### src/design/prio_int_consts.vh
`ifndef PRIO_INT_CONSTS_VH
`define PRIO_INT_CONSTS_VH

// ----------------------------------------
// register offsets (byte addresses)
// ----------------------------------------
`define ADDR_ICON1      8'h00
`define ADDR_ICON2      8'h02
`define ADDR_PEND       8'h04
`define ADDR_ENABLE     8'h06
`define ADDR_PRIO_A     8'h08
`define ADDR_PRIO_B     8'h0a
`define ADDR_STATUS     8'h0c
`define ADDR_TDIS       8'h0e

// ----------------------------------------
// field positions
// ----------------------------------------
`define NEST_BIT        15
`define TDIS_BIT        14
`define STKERR_BIT      4
`define NUM_TRAPS       4
`define NUM_USER        8
`define NUM_GEN         6
`define LVL_LSB         1
`define LVL_MSB         4

// ----------------------------------------
// reset values and masks
// ----------------------------------------
`define PRIO_RESET      3'h4
`define PRIO_A_RESET    16'h4444
`define PRIO_B_RESET    16'h0044
`define PRIO_A_MASK     16'h7777
`define PRIO_B_MASK     16'h0077
`define ICON2_RESET     16'h0440
`define ICON2_MASK      16'h0770
`define STATUS_RESET    8'h00
`define LVL_USER_MAX    4'h7
`define TRAP_BASE       4'h8
`define USER_VEC_BASE   4'h4

// ----------------------------------------
// sizes
// ----------------------------------------
`define TDIS_W          14
`define STK_DEPTH       8
`define STK_PTR_W       4
`define STK_W           24
`define STK_FULL_PTR    4'h8

`endif

### src/design/priority_interrupt_control.v
// Our own choices: the strobed register port and the placing of the registers.
`timescale 1ns/1ps
`include "prio_int_consts.vh"

module priority_interrupt_control
(
    input  wire        clk,
    input  wire        arst_n,
    input  wire [7:0]  addr,
    input  wire [15:0] wdata,
    input  wire        wr,
    input  wire        rd,
    output reg  [15:0] rdata,
    input  wire [7:0]  src_event,
    input  wire [3:0]  trap_event,
    input  wire        take_ack,
    input  wire [15:0] take_pc,
    input  wire        ret_strobe,
    output reg         irq_req,
    output reg  [3:0]  irq_vec,
    output reg  [3:0]  irq_lvl,
    output reg  [3:0]  cpu_level,
    output reg         ret_valid,
    output reg  [15:0] ret_pc,
    output reg         int_out
);

// ----------------------------------------
// state
// ----------------------------------------
reg                    nest_dis_reg;
reg                    stk_err_reg;
reg [3:0]              trap_flag_reg;
reg [15:0]             icon2_reg;
reg [7:0]              pend_reg;
reg [7:0]              enable_reg;
reg [15:0]             prio_a_reg;
reg [15:0]             prio_b_reg;
reg [3:0]              lvl_reg;
reg [3:0]              sr_misc_reg;
reg [`TDIS_W-1:0]      tdis_cnt_reg;
reg [`STK_PTR_W-1:0]   stk_ptr_reg;
reg [`STK_W-1:0]       stk_mem [0:`STK_DEPTH-1];

// ----------------------------------------
// helpers
// ----------------------------------------
// priority field of user source idx; sources 6 and 7 are serial errors
function [2:0] src_prio;
    input [15:0] pa;
    input [15:0] pb;
    input [15:0] ic2;
    input [2:0]  idx;
    begin
        case (idx)
            3'h0:    src_prio = pa[2:0];
            3'h1:    src_prio = pa[6:4];
            3'h2:    src_prio = pa[10:8];
            3'h3:    src_prio = pa[14:12];
            3'h4:    src_prio = pb[2:0];
            3'h5:    src_prio = pb[6:4];
            3'h6:    src_prio = ic2[6:4];
            3'h7:    src_prio = ic2[10:8];
            default: src_prio = 3'h0;
        endcase
    end
endfunction

function [7:0] status_byte;
    input [3:0] misc;
    input [3:0] lvl;
    begin
        status_byte = {misc[3:1], lvl, misc[0]};
    end
endfunction

// widen a three-bit priority onto the four-bit level scale
function [3:0] user_lvl;
    input [2:0] pr;
    begin
        user_lvl = {1'b0, pr};
    end
endfunction

// ----------------------------------------
// arbitration
// ----------------------------------------
wire       tdis_active = (tdis_cnt_reg != {`TDIS_W{1'b0}});
wire       in_handler  = (stk_ptr_reg != {`STK_PTR_W{1'b0}});
// a take on a full stack still raises the level; only the push is lost
wire       stk_full    = (stk_ptr_reg == `STK_FULL_PTR);
wire [7:0] cur_status  = status_byte(sr_misc_reg, lvl_reg);

reg        found;
reg [3:0]  best_lvl;
reg [3:0]  best_vec;
reg [2:0]  p;
reg [3:0]  tl;
integer    i;

always @*
begin
    found    = 1'b0;
    best_lvl = 4'h0;
    best_vec = 4'h0;
    p        = 3'h0;
    tl       = 4'h0;
    for (i = 0; i < `NUM_USER; i = i + 1)
    begin
        p = src_prio(prio_a_reg, prio_b_reg, icon2_reg, i[2:0]);
        if (pend_reg[i] && enable_reg[i]
            && p != 3'h0
            && user_lvl(p) > lvl_reg
            && !(tdis_active && user_lvl(p) != `LVL_USER_MAX)
            && !(nest_dis_reg && in_handler)
            && user_lvl(p) > best_lvl)
        begin
            found    = 1'b1;
            best_lvl = user_lvl(p);
            best_vec = `USER_VEC_BASE + {1'b0, i[2:0]};
        end
    end
    // traps sit above every user level and are never masked by tdis
    for (i = 0; i < `NUM_TRAPS; i = i + 1)
    begin
        tl = `TRAP_BASE + {2'h0, i[1:0]};
        if (trap_flag_reg[i] && tl > lvl_reg && tl > best_lvl)
        begin
            found    = 1'b1;
            best_lvl = tl;
            best_vec = {2'h0, i[1:0]};
        end
    end
end

// ----------------------------------------
// register writes and status
// ----------------------------------------
wire wr_icon1  = wr && (addr == `ADDR_ICON1);
wire wr_icon2  = wr && (addr == `ADDR_ICON2);
wire wr_pend   = wr && (addr == `ADDR_PEND);
wire wr_enable = wr && (addr == `ADDR_ENABLE);
wire wr_prio_a = wr && (addr == `ADDR_PRIO_A);
wire wr_prio_b = wr && (addr == `ADDR_PRIO_B);
wire wr_status = wr && (addr == `ADDR_STATUS);
wire wr_tdis   = wr && (addr == `ADDR_TDIS);

// a take is only honoured while a request is shown
wire do_take = take_ack && irq_req;
// a return in the same cycle as a take is dropped; the core never does both
wire do_ret  = ret_strobe && !do_take && in_handler;

// the pointer counts entries, so the newest context sits one slot below it
wire [2:0]        stk_top_idx = stk_ptr_reg[2:0] - 3'h1;
wire [`STK_W-1:0] stk_top     = stk_mem[stk_top_idx];

always @(posedge clk or negedge arst_n)
begin
    if (!arst_n)
    begin
        nest_dis_reg  <= 1'b0;
        stk_err_reg   <= 1'b0;
        trap_flag_reg <= 4'h0;
        icon2_reg     <= `ICON2_RESET;
        pend_reg      <= 8'h00;
        enable_reg    <= 8'h00;
        prio_a_reg    <= `PRIO_A_RESET;
        prio_b_reg    <= `PRIO_B_RESET;
        tdis_cnt_reg  <= {`TDIS_W{1'b0}};
    end
    else
    begin
        if (wr_icon1)
        begin
            nest_dis_reg <= wdata[`NEST_BIT];
        end
        // set wins over the write-one clear
        trap_flag_reg <= (trap_flag_reg & ~(wr_icon1 ? wdata[3:0] : 4'h0))
                         | trap_event;
        stk_err_reg   <= (stk_err_reg & ~(wr_icon1 && wdata[`STKERR_BIT]))
                         | (do_take && stk_full);
        // only software clears a pending flag, never a take or a return
        pend_reg      <= (pend_reg & ~(wr_pend ? wdata[7:0] : 8'h00))
                         | src_event;
        if (wr_enable)
        begin
            enable_reg <= wdata[7:0];
        end
        if (wr_icon2)
        begin
            icon2_reg <= wdata & `ICON2_MASK;
        end
        if (wr_prio_a)
        begin
            prio_a_reg <= wdata & `PRIO_A_MASK;
        end
        if (wr_prio_b)
        begin
            prio_b_reg <= wdata & `PRIO_B_MASK;
        end
        if (wr_tdis)
        begin
            tdis_cnt_reg <= wdata[`TDIS_W-1:0];
        end
        else if (tdis_active)
        begin
            tdis_cnt_reg <= tdis_cnt_reg - {{(`TDIS_W-1){1'b0}}, 1'b1};
        end
    end
end

// ----------------------------------------
// cpu level, context stack
// ----------------------------------------
// the stack is kept here so that a return restores exactly what a take saved
always @(posedge clk or negedge arst_n)
begin
    if (!arst_n)
    begin
        lvl_reg     <= 4'h0;
        sr_misc_reg <= 4'h0;
        stk_ptr_reg <= {`STK_PTR_W{1'b0}};
        ret_valid   <= 1'b0;
        ret_pc      <= 16'h0000;
    end
    else
    begin
        ret_valid <= 1'b0;
        if (do_take)
        begin
            if (!stk_full)
            begin
                stk_ptr_reg <= stk_ptr_reg + 4'h1;
            end
            lvl_reg <= irq_lvl;
        end
        else if (do_ret)
        begin
            // restored level lets a still pending source win again
            ret_pc      <= stk_top[15:0];
            sr_misc_reg <= {stk_top[23:21], stk_top[16]};
            lvl_reg     <= stk_top[20:17];
            stk_ptr_reg <= stk_ptr_reg - 4'h1;
            ret_valid   <= 1'b1;
        end
        else if (wr_status)
        begin
            // or-ing 0eh into the low byte puts the level at seven, except at a trap level (bit 3 set), which is kept
            sr_misc_reg <= {wdata[7:5], wdata[0]};
            if (!lvl_reg[3])
            begin
                lvl_reg <= user_lvl(wdata[3:1]);
            end
        end
    end
end

always @(posedge clk)
begin
    if (do_take && !stk_full)
    begin
        stk_mem[stk_ptr_reg[2:0]] <= {cur_status, take_pc};
    end
end

// ----------------------------------------
// request outputs
// ----------------------------------------
always @(posedge clk or negedge arst_n)
begin
    if (!arst_n)
    begin
        irq_req   <= 1'b0;
        irq_vec   <= 4'h0;
        irq_lvl   <= 4'h0;
        cpu_level <= 4'h0;
        int_out   <= 1'b0;
    end
    else
    begin
        // one idle cycle after a take lets the raised level settle
        irq_req   <= found && !do_take && !do_ret;
        irq_vec   <= best_vec;
        irq_lvl   <= best_lvl;
        cpu_level <= do_take ? irq_lvl : (do_ret ? stk_top[20:17] : lvl_reg);
        int_out   <= |(pend_reg & enable_reg);
    end
end

// ----------------------------------------
// read port
// ----------------------------------------
reg [15:0] rd_mux;

always @*
begin
    rd_mux = 16'h0000;
    case (addr)
        `ADDR_ICON1:
        begin
            rd_mux[`NEST_BIT]   = nest_dis_reg;
            rd_mux[`TDIS_BIT]   = tdis_active;
            rd_mux[`STKERR_BIT] = stk_err_reg;
            rd_mux[3:0]         = trap_flag_reg;
        end
        `ADDR_ICON2:  rd_mux = icon2_reg;
        `ADDR_PEND:   rd_mux = {8'h00, pend_reg};
        `ADDR_ENABLE: rd_mux = {8'h00, enable_reg};
        `ADDR_PRIO_A: rd_mux = prio_a_reg;
        `ADDR_PRIO_B: rd_mux = prio_b_reg;
        `ADDR_STATUS: rd_mux = {8'h00, cur_status};
        `ADDR_TDIS:   rd_mux = {2'h0, tdis_cnt_reg};
        default:      rd_mux = 16'h0000;
    endcase
end

always @(posedge clk or negedge arst_n)
begin
    if (!arst_n)
    begin
        rdata <= 16'h0000;
    end
    else
    begin
        rdata <= rd ? rd_mux : 16'h0000;
    end
end

endmodule // priority_interrupt_control

### config.mk
export PLATFORM = sky130hd
export DESIGN_NAME = priority_interrupt_control
export DESIGN_NICKNAME = d
export VERILOG_FILES = /design/src/design/priority_interrupt_control.v
export VERILOG_INCLUDE_DIRS = /design/src /design/src/design
export SDC_FILE = /design/constraint.sdc
export NUM_CORES = 1
export LEC_CHECK = 0
export BUFFER_PORTS_ARGS = -buffer_cell sky130_fd_sc_hd__buf_2
export CORE_MARGIN = 1
export CORE_UTILIZATION = 60
export DETAILED_ROUTE_END_ITERATION = 12
export GPL_TIMING_DRIVEN = 0
export PLACE_DENSITY = 0.81
export SLEW_MARGIN = 30
export SYNTH_ARGS = -nofsm -noshare
export SYNTH_HDL_FRONTEND = slang
export SYNTH_SLANG_ARGS = --single-unit
### constraint.sdc
create_clock -name clk -period 12.5 [get_ports clk]
set_clock_uncertainty 0.15 [all_clocks]
set_input_delay 2.5 -clock clk [delete_from_list [all_inputs] [get_ports clk]]
set_output_delay 2.5 -clock clk [all_outputs]
set_load 0.01 [all_outputs]
; ---- After elaboration in Yosys (flattened, before gate mapping)
; Memories as Yosys holds them, arrays and structs flattened.
; Index checks and enable logic that the tools add are counted.
[op_classes]
n_addsub = 4
n_lt_le_gt_ge = 24
n_eq_ne = 18
muxes = 59
bitwise_logic = 11
n_reduce_logical = 113
[op_table]
columns = op, count
row1 = $mux 4, 34
row2 = $logic_and 1x1->1, 81
row3 = $pmux 9 s7, 1
row4 = $gt 3x4->1, 15
row5 = $pmux 5 s8, 1
row6 = $eq 8x4->1 const B, 4
row7 = $gt 4x4->1 const A, 8
row8 = $mux 14, 2
row9 = $reduce_bool 3->1, 9
row10 = $ne 3x3->1 const B, 8
row11 = $and 8x8->8, 2
row12 = $eq 8x3->1 const B, 2
row13 = $mux 1, 16
row14 = $mux 16, 1
row15 = $reduce_bool 14->1, 1
row16 = $sub 14x1->14 const B, 1
row17 = $logic_not 1->1, 12
row18 = $eq 8x2->1 const B, 1
row19 = $logic_not 8->1, 1
row20 = $mux 8, 1
row21 = $not 8->8, 1
row22 = $or 8x8->8, 1
row23 = $reduce_and 2->1, 4
row24 = $reduce_or 8->1, 1
row25 = 17 further kinds, 21
[totals]
reg_bits = 119
ram_bits = 192
input_bits = 58
elab_cells = 251
n_memories = 1
[memory_table]
columns = memory, words, width, rd, rd_clocked_by_memory_dff, wr, line_no
row1 = stk_mem, 8, 24, 1, 0, 1, priority_interrupt_control.v:43  ; reg [`STK_W-1:0] stk_mem [0:`STK_DEPTH-1];

; ---- Depth between registers and ports, before layout
[depth]
ltp_word = 42
depth_mapped = 60
ltp_nobuf = 58

; ---- Worst setup path after synthesis
; OpenSTA, ideal clock, no wires.
[synth_timing]
path_kind = reg2reg
start = reg stk_ptr_reg[0]
end = reg irq_lvl[2]
setup_time_ps = 131
arrival_time_ps = 11039
setup_slack_ps = 1180
path_stages_with_launch = 60
path_cell_list = dfrtp_1 clkbuf_1 clkbuf_1 inv_1 ha_1 or3b_4 a21oi_4 and2_1 nand3_1 ha_1 nor2b_1 o21a_1 o2111ai_1 nor3_1 o21a_1 ha_1 nor2b_1 o21a_1 (+24 left out) nor4bb_1 nor3b_1 a21o_1 or2_4 ha_1 nand3_1 nand3_1 a311oi_1 nand4_1 o21ai_0 o21a_1 ha_1 nor2b_1 o21a_1 o211ai_1 nor2_1 a41oi_1 o31ai_2
[synth_via]
elab_chain_len = 39
[synth_lines]
columns = item, line_no
row1 = from (decl), priority_interrupt_control.v:42  ; reg [`STK_PTR_W-1:0] stk_ptr_reg;
row2 = from (signal assigned), priority_interrupt_control.v:222  ; stk_ptr_reg <= {`STK_PTR_W{1'b0}};
row3 = from (signal assigned), priority_interrupt_control.v:233  ; stk_ptr_reg <= stk_ptr_reg + 4'h1;
row4 = from (signal assigned), priority_interrupt_control.v:243  ; stk_ptr_reg <= stk_ptr_reg - 4'h1;
row5 = $reduce_bool 4->1 *, priority_interrupt_control.v:89  ; wire in_handler = (stk_ptr_reg != {`STK_PTR_W{1'b0}});
row6 = $logic_and 1x1->1 *, priority_interrupt_control.v:115  ; && !(nest_dis_reg && in_handler)
row7 = $logic_not 1->1 *, priority_interrupt_control.v:115
row8 = $logic_and 1x1->1 (2 in a row), priority_interrupt_control.v:111  ; if (pend_reg[i] && enable_reg[i]
row9 = $mux 3, priority_interrupt_control.v:111
row10 = $gt 3x4->1, priority_interrupt_control.v:116  ; && user_lvl(p) > best_lvl)
row11 = $logic_and 1x1->1, priority_interrupt_control.v:111
row12 = $mux 4, priority_interrupt_control.v:111
row13 = (+23 left out), -
row14 = $mux 4 *, priority_interrupt_control.v:127  ; if (trap_flag_reg[i] && tl > lvl_reg && tl > best_lvl)
row15 = $gt 4x4->1, priority_interrupt_control.v:127
row16 = $logic_and 1x1->1, priority_interrupt_control.v:127
row17 = $mux 4 *, priority_interrupt_control.v:127
row18 = $gt 4x4->1, priority_interrupt_control.v:127
row19 = $logic_and 1x1->1, priority_interrupt_control.v:127
row20 = $mux 4 *, priority_interrupt_control.v:127
row21 = net best_lvl[2], priority_interrupt_control.v:95  ; reg [3:0] best_lvl;
row22 = to (signal assigned), priority_interrupt_control.v:284  ; irq_lvl <= best_lvl;
row23 = to (decl), priority_interrupt_control.v:21  ; output reg [3:0] irq_lvl,
; The timed path passes the listed nets; every way through them passes the cells marked *.
; A chain may end at the register's enable or synchronous reset.

; ---- Final worst setup path
; Ends and elaborated chain as after synthesis.

==> impl_results.rst <==
.. list-table::
   :header-rows: 1

   * - Metric
     - Value
   * - Number of H-tree levels
     - 1
   * - Post-layout min period
     - approximately 12 ns
   * - Hold Crit Class
     - register to register
   * - Tightest Pin Transition
     - ~0.92 ns
   * - Routed WL per cell
     - around 24 um
   * - Slowest-stage cell, CP
     - sky130_fd_sc_hd__or4_1
   * - Quantity of hold-fixing buffers added after cts
     - 0
   * - Cell type with the largest total area after synthesis
     - sky130_fd_sc_hd__edfxtp_1
   * - Unique cell type count in the Yosys netlist
     - 75
   * - Critical Path End Type
     - register
   * - Relative contribution of sequential cells to total power
     - roughly two fifths
   * - Flip-flop and latch count after synthesis
     - just over 300
   * - Most frequent standard cell in the layout excluding fill and tap cells
     - sky130_fd_sc_hd__edfxtp_1
   * - Synthesized area per cell
     - about 14 sq um
   * - Clock input transition at the sequential cells of the worst setup and hold paths
     - ~0.060 ns
   * - Avg Vias per Cell
     - around 6.5
   * - Minimum setup slack in the final design
     - ~0.56 ns
   * - Number of cells produced by synthesis
     - a little over 1,000
   * - Endpoints failing setup
     - 0
   * - Insertion delay of the later-clocked pin in the worst-skew pair
     - roughly 0.57 ns
   * - Internal power component
     - about 2300 uW
   * - Antenna Nets Post-Route
     - 0
   * - Main flop type after synthesis
     - sky130_fd_sc_hd__edfxtp_1
   * - IO Port Bufs
     - between 100 and 150
   * - Required time of the worst setup path
     - between 10 and 15 ns
   * - Vias in the first global route
     - roughly 10,000
   * - Root Buffer Master
     - sky130_fd_sc_hd__clkbuf_16
   * - Worst Hold Slack
     - between 0.3 and 0.4 ns
   * - Worst voltage drop across the vdd grid
     - approximately 0.16 mV
   * - Detailed Routing Iterations Pass 1
     - 8
   * - Crit Path Max Fanout
     - 9
   * - Layout Utilization
     - 71.8%
   * - Worst slack, placed
     - -0.824 ns
   * - Static power due to leakage
     - about 0.0064 uW
   * - Crit Path Class
     - register to register
   * - Pwr dens
     - 205 nW/um^2
   * - Count of clock tree sinks
     - 311
   * - Sequential element share of the synthesized area
     - between 60 and 70%
   * - Share of flip-flops with an asynchronous set or reset after synthesis
     - 38.3%
   * - Count of standard-cell rows
     - 56
   * - Number of flip-flops in the largest register
     - 192
   * - Final weighted congestion in routability-driven placement
     - around 0.94
   * - Part of the power in the clock network
     - a little over a quarter
   * - Area growth, synth to finish
     - 17.4%
   * - Switching power summed over all nets
     - roughly 1200 uW
   * - Storage element area
     - ~9000 sq um
   * - Remaining Overflow, GRT
     - 0
   * - Post-synth design cell area
     - 14,300 sq um
   * - Number of max-slew violations in the final report
     - 0
   * - Syn Nets
     - 1,148
   * - Total Negative Setup Slacks
     - 0 ns
   * - Total Wirelength
     - roughly 38 mm
   * - Run status
     - completed
   * - Starting utilization of the core area
     - approximately 61%
   * - Commonest non-fill, non-tap cells in the layout
     - sky130_fd_sc_hd__edfxtp_1, sky130_fd_sc_hd__nand2_1, sky130_fd_sc_hd__dfrtp_1, sky130_fd_sc_hd__buf_2
   * - Core area
     - between 20,000 and 25,000 sq um
   * - Max-Cap Viols
     - 0
   * - Total routing resource utilization after global routing
     - 31.9%
   * - R2R Path Start
     - stk_ptr_reg[0]
   * - Antenna violations before repair
     - 1
   * - Leading cell types by total area after synthesis
     - sky130_fd_sc_hd__edfxtp_1, sky130_fd_sc_hd__dfrtp_1, sky130_fd_sc_hd__mux4_2
   * - Multi-input gate area
     - approximately 5400 sq um
   * - CTS buffer count
     - 31
   * - Area fraction of the dominant cell type after synthesis
     - 40.3%
   * - I/O pin cnt
     - 105
   * - Fraction of layout instances using a drive strength above 1
     - approximately a quarter
   * - Switching fraction of total power
     - between 30% and 40%
   * - Placed Cells
     - ~1,500
   * - Final-report hold violation count
     - 0
   * - Data arrival time of the critical path
     - 12.22 ns
   * - Relative max-transition margin
     - between 30% and 40%
   * - Kind of start point of the critical path
     - register
   * - Final worst-path cycle share
     - approximately 95%
   * - Area enclosed by the die boundary
     - 24,500 sq um
   * - Wire length of the first global-routing pass
     - around 58 mm
   * - Launch point of the critical path
     - stk_ptr_reg[0]
   * - 1st-iter DRT viols
     - ~1,100
   * - WP buf/inv
     - 4
   * - Yosys Warn Count
     - 0
   * - Final std cells w/o fill
     - 1,558
   * - CP delay by family, top
     - simple AND/OR/NAND/NOR gates
   * - Cell with the most instances on the worst path
     - sky130_fd_sc_hd__ha_1
   * - CTS tree
     - done
   * - Logic gate share of total power
     - about a third
   * - Post-DP HPWL
     - around 26 mm
   * - Vias
     - about 10,000
   * - Drt drc
     - 0
   * - Final net count
     - 1,322
   * - Die height
     - ~160 um
   * - Width of the die
     - around 160 um
   * - Post-synth EDFFs
     - 192
   * - Min-Delay Startpoint
     - ret_pc[5]
   * - Max Clock Freq
     - ~84 MHz
   * - Maximum buffer depth of the clock tree
     - 3
   * - Highest cell delay on the worst timing path
     - 0.60 ns
   * - Number of inserted filler cells in the final layout
     - 1,522
   * - Pin count of the biggest net entering global routing
     - just over 60
## through the flow
| stage | instance area (sq um) | total power, uW |
|---|---|---|
| after detailed placement | 15500 | 2460 |
| final | 16800 | 3450 |
| after floorplan | 14300 | 2080 |
| after global placement | 15200 | 2380 |
| after CTS | 16600 | 3400 |
| after global routing | 16800 | 3590 |
## cell families after synthesis
logic type | Yosys count | share of synthesized area [%]
AOI/OAI and AO/OA | 216 | 10.2
DFF | 311 | 61.2
xor gates and xnor gates | 14 | 0.857
and+or+nand+nor | 271 | 9.23
muxes | 108 | 12.1
adders and majority gates | 51 | 4.51
buffers and inverters | 68 | 1.91
## power groups by stage
| stage | Combinational [uW] | Clock (uW) | Sequential, uW |
|---|---|---|---|
| 2_1_floorplan | 707 | 0 | 1380 |
| 4_1_cts | 1080 | 933 | 1390 |
| 6_report | 1130 | 924 | 1390 |
| 5_1_grt | 1220 | 968 | 1400 |
| 3_5_place_dp | 1050 | 0 | 1400 |
| 3_3_place_gp | 982 | 0 | 1400 |
## cell usage after synthesis (19+ instances only)
| master | number |
|---|---|
| sky130_fd_sc_hd__edfxtp_1 | 192 |
| sky130_fd_sc_hd__a21oi_1 | 38 |
| sky130_fd_sc_hd__o21ai_0 | 50 |
| sky130_fd_sc_hd__mux4_2 | 49 |
| sky130_fd_sc_hd__inv_1 | 31 |
| sky130_fd_sc_hd__nand2_1 | 111 |
| sky130_fd_sc_hd__a21o_1 | 19 |
| sky130_fd_sc_hd__a22oi_1 | 25 |
| sky130_fd_sc_hd__mux2_2 | 33 |
| sky130_fd_sc_hd__mux2i_1 | 26 |
| sky130_fd_sc_hd__a31oi_1 | 20 |
| sky130_fd_sc_hd__dfrtp_1 | 111 |
| sky130_fd_sc_hd__ha_1 | 50 |
| sky130_fd_sc_hd__clkbuf_1 | 29 |
| sky130_fd_sc_hd__nor2_1 | 47 |
| sky130_fd_sc_hd__nor3_1 | 21 |
## worst min-delay path, stage by stage (launching register included)
cell and delay (ns):
sky130_fd_sc_hd__dfrtp_1 0.34, sky130_fd_sc_hd__nand2_1 0.05, sky130_fd_sc_hd__o21ai_0 0.06
## area by class of cell
type,instances,area share [%]
Clock buffer,35,4.71
Timing Repair Buffer,144,5.65
Inverter,31,0.715
Multi-Input combinational cell,660,32.2
Sequential cell,311,52.2
Antenna cell,1,0.0149
Tap cell,319,2.38
Buffer,34,0.879
Clock inverter,23,1.33
## per-layer routing
| metal | global-route usage (%) | vias to the layer above | part of all wire, % |
|---|---|---|---|
| met1 | 41.0 | 5002 | 37 |
| met5 | 0 | - | 0 |
| met3 | 4.26 | 125 | 8.8 |
| met4 | 14.2 | 0 | 4.5 |
| li1 | - | 4350 | - |
| met2 | 54.3 | 655 | 50 |
## worst paths after layout
path / endpoint / slack, ns / cells past startpoint
worst max-delay path: irq_lvl[2] / 0.56 / 57
worst max register to register: irq_lvl[2] / 0.56 / 57
worst min register to register: ret_pc[5] / 0.33 / 2
min in group asynchronous: ret_pc[9] / 1.70 / 1
worst min-delay path: ret_pc[5] / 0.33 / 2
max in group asynchronous: prio_a_reg[10] / 9.75 / 2
## what timing repair did
action	in CTS	in global routing
gates cloned	0	0
gates resized for setup	7	14
buffers inserted	3	24
setup endpoints to repair	8	8
pin swaps	1	4
(Power assumes the default switching activity.)
